`src/atg_params.svh`:
```
`ifndef ATG_PARAMS_SVH
`define ATG_PARAMS_SVH
// register byte addresses
`define ATG_ADDR_CTRL      8'h00
`define ATG_ADDR_STATUS    8'h04
`define ATG_ADDR_PATTERN   8'h08
`define ATG_ADDR_INERTIA   8'h0C
`define ATG_ADDR_POS1      8'h10
`define ATG_ADDR_POS2      8'h14
`define ATG_ADDR_SPD       8'h18
`define ATG_ADDR_INT       8'h1C
`define ATG_ADDR_TRQ       8'h20
`define ATG_ADDR_FIXED0    8'h24
`define ATG_ADDR_FIXED1    8'h28
`define ATG_ADDR_FIXED2    8'h2C
`define ATG_ADDR_FIXED3    8'h30
`define ATG_ADDR_SPDFB     8'h34
// status bit positions
`define ATG_ST_BUSY        0
`define ATG_ST_ERR         1
`define ATG_ST_DONE        2
`define ATG_ST_START       3
// fixed values
`define ATG_INT2_FIXED     16'h03E8
`define ATG_FF_AMOUNT      16'h012C
`define ATG_FF_FILTER      16'h0032
`define ATG_SW_MODE        16'h0001
`define ATG_SW_SETTING     16'h000A
`define ATG_SW_TIME        16'h001E
`define ATG_SW_LEVEL       16'h0032
`define ATG_SW_HYST        16'h0021
`define ATG_POS_SW_TIME    16'h0014
`define ATG_FB_FILT        16'h0000
// reset values
`define ATG_RST_POS1       16'h001B
`define ATG_RST_POS2       16'h001F
`define ATG_RST_SPD        16'h000F
`define ATG_RST_INT        16'h0025
`define ATG_RST_TRQ        16'h0098
// timing
`define ATG_CLK_HZ         40000000
`define ATG_CYCLE_S        15
`define ATG_CYCLE_CLKS     (`ATG_CYCLE_S * `ATG_CLK_HZ)
`define ATG_HOLD_MS        1000
`define ATG_HOLD_CLKS      (`ATG_HOLD_MS * (`ATG_CLK_HZ / 1000))
`define ATG_MAX_CYCLES     5
`define ATG_ACCEL_CYCLE    3
`endif

```
`src/atg_pkg.sv`:
```
package atg_pkg;
   typedef enum logic [2:0] {
      ATG_SELECT,
      ATG_ARMED,
      ATG_HOLD,
      ATG_RUN,
      ATG_FINISH
   } atg_state_e;

   typedef struct packed {
      logic [15:0] pos1;
      logic [15:0] pos2;
      logic [15:0] spd;
      logic [15:0] int1;
      logic [15:0] trq1;
      logic [15:0] trq2;
   } atg_gains_s;
endpackage

```
`src/atg_sequencer.sv`:
```
`include "atg_params.svh"

// Contract
// - at most five test pattern cycles
// - acceleration doubles each cycle from third cycle on
// - early finish is not an error
// - rigidity selector 0 to F
// - keys step rigidity, data key arms
// - servo on then held increment starts
// - pattern zero: two fwd, two rev
// - no load gives inertia ratio zero
// - fault, servo off, clear, limit abort
// - torque saturation aborts tuning
// - oscillation aborts tuning
// - error restores previous gains
// - motor runs until error or end
// - primary position gain table
// - secondary position gain table
// - both speed gains table
// - integral tables, secondary fixed 1000
// - primary torque filter table
// - secondary torque filter table
// - speed feedback filters zero
// - fixed feed-forward and switch values
// - success writes estimated inertia ratio
// - drive prohibit ignored while tuning
// - no estimate keeps previous gains
module atg_sequencer import atg_pkg::*; #(
   parameter int unsigned CYCLE_CLKS = `ATG_CYCLE_CLKS,
   parameter int unsigned HOLD_CLKS  = `ATG_HOLD_CLKS
) (
   // clock and reset
   input  wire logic        clk_i,
   input  wire logic        rst_i,
   // wishbone slave
   input  wire logic        wb_cyc_i,
   input  wire logic        wb_stb_i,
   input  wire logic        wb_we_i,
   input  wire logic [7:0]  wb_adr_i,
   input  wire logic [3:0]  wb_sel_i,
   input  wire logic [31:0] wb_dat_i,
   output logic      [31:0] wb_dat_o,
   output logic             wb_ack_o,
   // operator panel and servo
   input  wire logic        key_inc_i,
   input  wire logic        key_dec_i,
   input  wire logic        key_data_i,
   input  wire logic        servo_on_i,
   // abort sources, estimator and drive prohibit inputs
   input  wire logic        drive_fault_i,
   input  wire logic        deviation_clear_input_i,
   input  wire logic        limit_sensor_i,
   input  wire logic        torque_sat_i,
   input  wire logic        oscillation_i,
   input  wire logic        load_present_i,
   input  wire logic        inertia_valid_i,
   input  wire logic [15:0] inertia_est_i,
   input  wire logic        fwd_prohibit_i,
   input  wire logic        rev_prohibit_i,
   // motion command and gains out
   output logic             motor_run_o,
   output logic             motor_reverse_o,
   output logic      [2:0]  accel_shift_o,
   output logic             prohibit_fwd_o,
   output logic             prohibit_rev_o,
   output logic      [3:0]  rigidity_o,
   output atg_gains_s       gains_o
);
   // fewer than four ticks per cycle leaves no room for the forward/reverse split
   if (CYCLE_CLKS < 4 || HOLD_CLKS < 1) begin : g_bad_counts
      $error("atg_sequencer: counts too small");
   end

   function automatic atg_gains_s table_lookup(input logic [3:0] r);
      atg_gains_s g;
      g.int1 = 16'h0003;
      case (r)
         4'h0: g = '{16'd27, 16'd31, 16'd15, 16'd37, 16'd152, 16'd152};
         4'h1: g = '{16'd32, 16'd38, 16'd18, 16'd31, 16'd126, 16'd126};
         4'h2: g = '{16'd39, 16'd46, 16'd22, 16'd25, 16'd103, 16'd103};
         4'h3: g = '{16'd48, 16'd57, 16'd27, 16'd21, 16'd84, 16'd84};
         4'h4: g = '{16'd63, 16'd73, 16'd35, 16'd16, 16'd65, 16'd65};
         4'h5: g = '{16'd72, 16'd84, 16'd40, 16'd14, 16'd57, 16'd57};
         4'h6: g = '{16'd90, 16'd105, 16'd50, 16'd12, 16'd45, 16'd45};
         4'h7: g = '{16'd108, 16'd126, 16'd60, 16'd11, 16'd38, 16'd38};
         4'h8: g = '{16'd135, 16'd157, 16'd75, 16'd9, 16'd30, 16'd30};
         4'h9: g = '{16'd162, 16'd188, 16'd90, 16'd8, 16'd25, 16'd25};
         4'hA: g = '{16'd206, 16'd241, 16'd115, 16'd7, 16'd25, 16'd20};
         4'hB: g = '{16'd251, 16'd293, 16'd140, 16'd6, 16'd25, 16'd16};
         4'hC: g = '{16'd305, 16'd356, 16'd170, 16'd5, 16'd25, 16'd13};
         4'hD: g = '{16'd377, 16'd440, 16'd210, 16'd4, 16'd25, 16'd11};
         4'hE: g = '{16'd449, 16'd524, 16'd250, 16'd4, 16'd25, 16'd10};
         default: g = '{16'd557, 16'd649, 16'd310, 16'd3, 16'd25, 16'd10};
      endcase
      return g;
   endfunction

   localparam logic [31:0] CYC_LAST = 32'(CYCLE_CLKS - 1);
   localparam logic [31:0] QTR      = 32'(CYCLE_CLKS / 4);
   localparam logic [31:0] HOLD_MAX = 32'(HOLD_CLKS - 1);

   atg_state_e  state;
   logic [3:0]  rigidity;
   logic [2:0]  cycle_no;
   logic [31:0] tick;
   logic [31:0] hold_cnt;
   logic [15:0] inertia_ratio;
   logic [1:0]  pattern;
   logic        err_flag;
   logic        done_flag;
   logic        ctrl_start;
   logic        inc_q;
   logic        dec_q;
   logic        data_q;
   atg_gains_s  gains;
   atg_gains_s  saved;

   wire logic inc_edge  = key_inc_i & ~inc_q;
   wire logic dec_edge  = key_dec_i & ~dec_q;
   wire logic data_edge = key_data_i & ~data_q;
   wire logic running   = (state == ATG_RUN);
   wire logic abort_now = running & (drive_fault_i | ~servo_on_i | deviation_clear_input_i
                          | limit_sensor_i | torque_sat_i | oscillation_i);
   wire logic cyc_end   = running & (tick == CYC_LAST);
   wire logic last_cyc  = (cycle_no == 3'(`ATG_MAX_CYCLES));
   wire logic finish_ok = running & ~abort_now & (inertia_valid_i | (cyc_end & last_cyc));
   wire logic hold_done = (hold_cnt == HOLD_MAX);
   wire logic run_start = (state == ATG_HOLD) & hold_done & servo_on_i & (key_inc_i | ctrl_start);
   wire logic good_est  = inertia_valid_i | ~load_present_i;
   wire logic wb_req    = wb_cyc_i & wb_stb_i & ~wb_ack_o;
   // writes land on the edge at which the master sees ack
   wire logic wb_wr     = wb_cyc_i & wb_stb_i & wb_ack_o & wb_we_i & wb_sel_i[0];
   wire logic [15:0] est_value = load_present_i ? inertia_est_i : 16'h0000;
   wire logic [3:0]  status = {ctrl_start, done_flag, err_flag, running};

   always_ff @(posedge clk_i) begin
      if (rst_i) begin
         inc_q  <= 1'b0;
         dec_q  <= 1'b0;
         data_q <= 1'b0;
      end else begin
         inc_q  <= key_inc_i;
         dec_q  <= key_dec_i;
         data_q <= key_data_i;
      end
   end

   // sequencer
   always_ff @(posedge clk_i) begin
      if (rst_i) begin
         state    <= ATG_SELECT;
         rigidity <= 4'h0;
         cycle_no <= 3'h1;
         tick     <= 32'h0000_0000;
         hold_cnt <= 32'h0000_0000;
      end else begin
         case (state)
            ATG_SELECT: begin
               if (inc_edge && rigidity != 4'hF) rigidity <= rigidity + 4'h1;
               else if (dec_edge && rigidity != 4'h0) rigidity <= rigidity - 4'h1;
               if (data_edge) state <= ATG_ARMED;
            end
            ATG_ARMED: begin
               hold_cnt <= 32'h0000_0000;
               if (key_data_i && !data_q) state <= ATG_SELECT;
               else if ((servo_on_i && key_inc_i) || ctrl_start) state <= ATG_HOLD;
            end
            ATG_HOLD: begin
               // start needs servo on and a held key or ctrl_start the whole time
               if (!servo_on_i || (!key_inc_i && !ctrl_start)) state <= ATG_ARMED;
               else if (hold_done) begin
                  state    <= ATG_RUN;
                  cycle_no <= 3'h1;
                  tick     <= 32'h0000_0000;
               end else hold_cnt <= hold_cnt + 32'h1;
            end
            ATG_RUN: begin
               if (abort_now || finish_ok) state <= ATG_FINISH;
               else if (cyc_end) begin
                  tick     <= 32'h0000_0000;
                  cycle_no <= cycle_no + 3'h1;
               end else tick <= tick + 32'h1;
            end
            default: state <= ATG_ARMED;
         endcase
      end
   end

   // gains, snapshot and result flags
   always_ff @(posedge clk_i) begin
      if (rst_i) begin
         gains         <= '{`ATG_RST_POS1, `ATG_RST_POS2, `ATG_RST_SPD, `ATG_RST_INT,
                            `ATG_RST_TRQ, `ATG_RST_TRQ};
         saved         <= '{`ATG_RST_POS1, `ATG_RST_POS2, `ATG_RST_SPD, `ATG_RST_INT,
                            `ATG_RST_TRQ, `ATG_RST_TRQ};
         inertia_ratio <= 16'h0000;
         err_flag      <= 1'b0;
         done_flag     <= 1'b0;
      end else begin
         if (run_start) begin
            saved     <= gains;
            err_flag  <= 1'b0;
            done_flag <= 1'b0;
         end
         if (abort_now) begin
            gains    <= saved;
            err_flag <= 1'b1;
         end else if (finish_ok) begin
            done_flag <= 1'b1;
            if (good_est) begin
               gains         <= table_lookup(rigidity);
               inertia_ratio <= est_value;
            end else gains <= saved;
         end
      end
   end

   always_ff @(posedge clk_i) begin
      if (rst_i) begin
         pattern    <= 2'h0;
         ctrl_start <= 1'b0;
      end else begin
         if (wb_wr && wb_adr_i == `ATG_ADDR_PATTERN) pattern <= wb_dat_i[1:0];
         if (wb_wr && wb_adr_i == `ATG_ADDR_CTRL) ctrl_start <= wb_dat_i[0];
         else if (running) ctrl_start <= 1'b0;
      end
   end

   // wishbone: ack one cycle after request, unmapped reads return zero
   always_ff @(posedge clk_i) begin
      if (rst_i) begin
         wb_ack_o <= 1'b0;
         wb_dat_o <= 32'h0000_0000;
      end else begin
         wb_ack_o <= wb_req;
         if (wb_req) begin
            if (wb_adr_i == `ATG_ADDR_CTRL) wb_dat_o <= {31'h0, ctrl_start};
            else if (wb_adr_i == `ATG_ADDR_STATUS) wb_dat_o <= {28'h0, status};
            else if (wb_adr_i == `ATG_ADDR_PATTERN) wb_dat_o <= {30'h0, pattern};
            else if (wb_adr_i == `ATG_ADDR_INERTIA) wb_dat_o <= {16'h0, inertia_ratio};
            else if (wb_adr_i == `ATG_ADDR_POS1) wb_dat_o <= {16'h0, gains.pos1};
            else if (wb_adr_i == `ATG_ADDR_POS2) wb_dat_o <= {16'h0, gains.pos2};
            else if (wb_adr_i == `ATG_ADDR_SPD) wb_dat_o <= {gains.spd, gains.spd};
            else if (wb_adr_i == `ATG_ADDR_INT) wb_dat_o <= {`ATG_INT2_FIXED, gains.int1};
            else if (wb_adr_i == `ATG_ADDR_TRQ) wb_dat_o <= {gains.trq2, gains.trq1};
            else if (wb_adr_i == `ATG_ADDR_FIXED0) wb_dat_o <= {`ATG_FF_FILTER, `ATG_FF_AMOUNT};
            else if (wb_adr_i == `ATG_ADDR_FIXED1) wb_dat_o <= {`ATG_SW_SETTING, `ATG_SW_MODE};
            else if (wb_adr_i == `ATG_ADDR_FIXED2) wb_dat_o <= {`ATG_SW_LEVEL, `ATG_SW_TIME};
            else if (wb_adr_i == `ATG_ADDR_FIXED3) wb_dat_o <= {`ATG_POS_SW_TIME, `ATG_SW_HYST};
            else if (wb_adr_i == `ATG_ADDR_SPDFB) wb_dat_o <= {2{`ATG_FB_FILT}};
            else wb_dat_o <= 32'h0000_0000;
         end
      end
   end

   // pattern 0: four quarter cycles fwd, fwd, rev, rev; other patterns one each way
   wire logic rev_half = (pattern == 2'h0) ? (tick >= 32'(2) * QTR) : (tick >= 32'(2) * QTR);
   wire logic [2:0] accel = (cycle_no >= 3'(`ATG_ACCEL_CYCLE)) ? 3'(cycle_no - 3'h2) : 3'h0;

   assign motor_run_o     = running;
   assign motor_reverse_o = running & rev_half;
   assign accel_shift_o   = accel;
   assign prohibit_fwd_o  = fwd_prohibit_i & ~running;
   assign prohibit_rev_o  = rev_prohibit_i & ~running;
   assign rigidity_o      = rigidity;
   assign gains_o         = gains;
endmodule

```
`config.mk`:
```
export PLATFORM = sky130hd
export DESIGN_NAME = atg_sequencer
export DESIGN_NICKNAME = d
export VERILOG_FILES = /design/src/atg_pkg.sv /design/src/atg_sequencer.sv
export VERILOG_INCLUDE_DIRS = /design/src
export SDC_FILE = /design/constraint.sdc
export NUM_CORES = 1
export LEC_CHECK = 0
export ABC_CLOCK_PERIOD_IN_PS = 3100
export BUFFER_PORTS_ARGS = -buffer_cell sky130_fd_sc_hd__buf_2
export CAP_MARGIN = 10
export CORE_ASPECT_RATIO = 0.9
export CORE_UTILIZATION = 40
export DETAILED_ROUTE_END_ITERATION = 7
export MAX_ROUTING_LAYER = met4
export PLACE_DENSITY_LB_ADDON = 0.05
export SETUP_SLACK_MARGIN = 0.02
export SYNTH_ARGS = -nofsm -noshare
export SYNTH_HDL_FRONTEND = slang
export SYNTH_SLANG_ARGS = --single-unit
```
`constraint.sdc`:
```
create_clock -name clk_i -period 3.1 [get_ports clk_i]
set_input_delay 0.62 -clock clk_i [delete_from_list [all_inputs] [get_ports clk_i]]
set_output_delay 0.62 -clock clk_i [all_outputs]
set_load 0.05 [all_outputs]
```
==> key figures <==
Finish
  • Fraction of layout cells with a size suffix above 1: around a fifth
  • Fin cells: around 2,800
  • Layout area overhead: 20.6%
  • Fin area: around 20,000 um^2
  • Fill cell count: 3,935
  • Layout net count: between 2,000 and 2,500

Synth
  • Syn Inst Count: 2,021
  • Netlist cell types: 85
  • Post-synth top area share: between 40% and 50%
  • Synth Area per Inst: 8.07 um^2
  • Most frequent cells after synthesis: 436 x nand2_1, 368 x dfxtp_1, 226 x a21oi_1, 147 x nor2_1, 104 x clkbuf_1
  • Leading area contributor after synthesis: dfxtp_1
  • Prevailing post-synth register cell: dfxtp_1
  • Seq/Total Area, Yosys: between 40% and 50%
  • Yosys warnings: 0
  • Yosys reg bits: around 370
  • Synth area leaders: dfxtp_1 45%, nand2_1 10%, a21oi_1 6.9%
  • Most frequent cell after synthesis: nand2_1
  • Synthesized area: between 15,000 and 20,000 um^2
  • Fraction of registers with async set or reset after synthesis: 0%
  • Number of synthesized flops with an enable pin: 0
  • Mapped Nets: 2,117

Clocking
  • # hold bufs at CTS: 0
  • CTS clk-pin slew, worst paths: 0.06 ns
  • Longest Clk Path Bufs: 3
  • Total CTS buffers: just over 40
  • Skew-Pair Late Insertion Delay: 0.57 ns
  • H-tree depth: 2
  • Root buf cell: clkbuf_16
  • CTS tree: yes
  • Clock Sinks: roughly 370

Power and ir drop
  • Cell Pwr Density: 601 nW/um^2
  • Sequential power share: a little over two fifths
  • Comb power frac: 13.2%
  • Switch Pwr: 3.11 mW
  • Pleak: 7.41 nW
  • Peak supply drop: approximately 430 uV
  • Clock share of power: about 43%
  • Internal: slightly below 9 mW
  • Switching Fraction: 26.4%

Worst setup path
  • CP endpoint kind: primary output
  • Critical path required time: between 2 and 2.5 ns
  • Register-to-Register Path Depth: 11
  • Slowest stage cell, crit path: a2111o_1
  • CP peak stage delay: about 0.38 ns
  • CP Launch Point: tick[8]
  • Crit start category: register
  • Reg2Reg Setup Slack: roughly 0.15 ns
  • Critical Path, Cell by Cell: a2111o_1 -> a21oi_1 -> nor2_1 -> o31a_1 -> o41ai_2 -> a21oi_1 -> buf_4
  • Crit-path max FO: 7
  • Crit path kind: register to primary output
  • CP arrival: between 2 and 2.5 ns
  • CP most frequent cell: a21oi_1
  • R2r startpoint: rigidity_o[2]

Detailed routing
  • Antenna viol nets, final: 0
  • Vias: between 15,000 and 20,000
  • Routed WL per cell: 20.1 um
  • Via-to-Cell Ratio: 5.60
  • Drt drc: 0
  • Routed Wire Length: approximately 55,000 um
  • Drt first-iter violations: 1,331
  • DRT Pass-1 Iters: 6

Place
  • Routability cong.: approximately 0.90
  • Placed cell count: between 2,000 and 3,000
  • DP HPWL: 38,300 um
  • Port Buffer Count: approximately 180
  • DP Area: around 18,000 um^2

Min path
  • Hold Crit Depth: 3
  • Worst hold path type: primary input to register
  • Hold endpoint: dec_q
  • Min-delay src: key_dec_i

Global routing
  • Largest net degree at the start of global routing: about 120
  • Vias in the first global route: around 14,000
  • GRT Overall Usage: a little over a quarter
  • Initial antenna violation count: 3
  • Grt total ovfl: 0
  • First-pass GRT wire length: ~85,000 um

Timing
  • Final-report hold violation count: 0
  • Max Fclk: around 340 MHz
  • Worst Tran Pin Value: around 0.96 ns
  • Crit path time final: around 3 ns
  • Max-slew headroom: 36.0%
  • Max Slew Vio Count: 0
  • RSZ-0062 raised after global routing: yes
  • Fin crit share: between 90 and 100%
  • Setup Skew: 0.0226 ns
  • Final setup fails: 0

Status
  • Status: finished clean

Floorplanning
  • Io pins: between 200 and 250
  • Initial core utilization: roughly two fifths
  • Die W: ~210 um
  • Die area: approximately 42,000 um^2
  • Die H: between 150 and 200 um
  • Row count: roughly 70
  • Placeable core area: approximately 40,000 um^2

Job
  • MaxCap Viol Count: 0
-- worst max-delay path by stage --
stage / to / slack (ns)
4_1_cts: motor_reverse_o / 0.03
3_5_place_dp: register / -0.22
5_1_grt: motor_reverse_o / 0.01
3_3_place_gp: register / -0.11
2_1_floorplan: register / 0.06
6_report: motor_reverse_o / 0.14
-- cell usage in the layout, fill, tap and decap left out, types with 25 or more instances in the layout --
cell         n
nand2_1    436
dfxtp_1    363
a21oi_1    224
buf_2      182
nor2_1     146
nand3_1    101
buf_4       81
o21ai_0     66
clkbuf_16   42
or3_1       37
a21oi_2     29
a311oi_1    29
nand3b_1    28
inv_1       25
-- critical path, delay by kind of cell (launching register included) --
family / cells / cell delay [ns]
AO/OA/AOI/OAI: 5 / 1.14
flip-flops: 1 / 0.37
buffers and inverters: 1 / 0.21
AND/OR/NAND/NOR: 1 / 0.07
-- through the flow --
stage | hold slack, ns | utilization [%] | setup TNS (ns) | setup WS [ns] | power [mW]
after detailed placement | 0.440 | 45.7 | -5.09 | -0.225 | 6.77
final | 0.302 | 49.4 | 0 | 0.140 | 11.8
after global routing | 0.294 | 49.4 | 0 | 0.0133 | 12.3
after floorplan | 0.429 | - | 0 | 0.0601 | 6.12
after CTS | 0.273 | 49.2 | 0 | 0.0345 | 11.9
after global placement | 0.428 | 45.7 | -2.13 | -0.110 | 6.77
-- kinds of logic (layout without fill, tap and decap cells) --
kind of cell	after synthesis	in the layout	synth area share, %
simple gates	886	886	25.2
compound gates	533	533	21.3
flops	368	368	45.2
buf+inv	174	375	4.41
xor+xnor	22	22	1.18
mux	20	20	1.26
fa+ha+maj	18	18	1.43
other cells	0	3	0
-- power groups by stage --
stage | Combinational, mW | Sequential [mW] | Clock (mW)
floorplan | 0.874 | 5.25 | 0
global placement | 1.52 | 5.25 | 0
detailed placement | 1.52 | 5.25 | 0
CTS | 1.53 | 5.15 | 5.21
global route | 1.70 | 5.16 | 5.41
finish | 1.56 | 5.14 | 5.10
-- layout make-up --
cell class	instances	area [um^2]	area share, %
Multi-Input combinational cell	1479	8330	42.4
Sequential cell	368	7370	37.5
Timing Repair Buffer	276	1760	8.98
Clock buffer	62	1250	6.34
Tap cell	532	666	3.39
Clock inverter	9	160	0.815
Inverter	28	106	0.541
Antenna cell	3	7.51	0.0382
-- layer usage --
layer  up-vias  GRT usage, %  share of wire (%)
met1      7459          38.0                 48
met3        63          4.36                6.0
met4         0          6.53                1.9
li1       7491             -                  -
met5         -             -                  0
met2       437          38.9                 44
-- what timing repair did --
action | in CTS | in global routing
buffers inserted | 0 | 1
endpoints found under the hold margin | 0 | 0
endpoints found under the setup margin | 0 | 10
gates resized for setup | 0 | 12
Note: power is estimated with default switching activity, not from simulation.
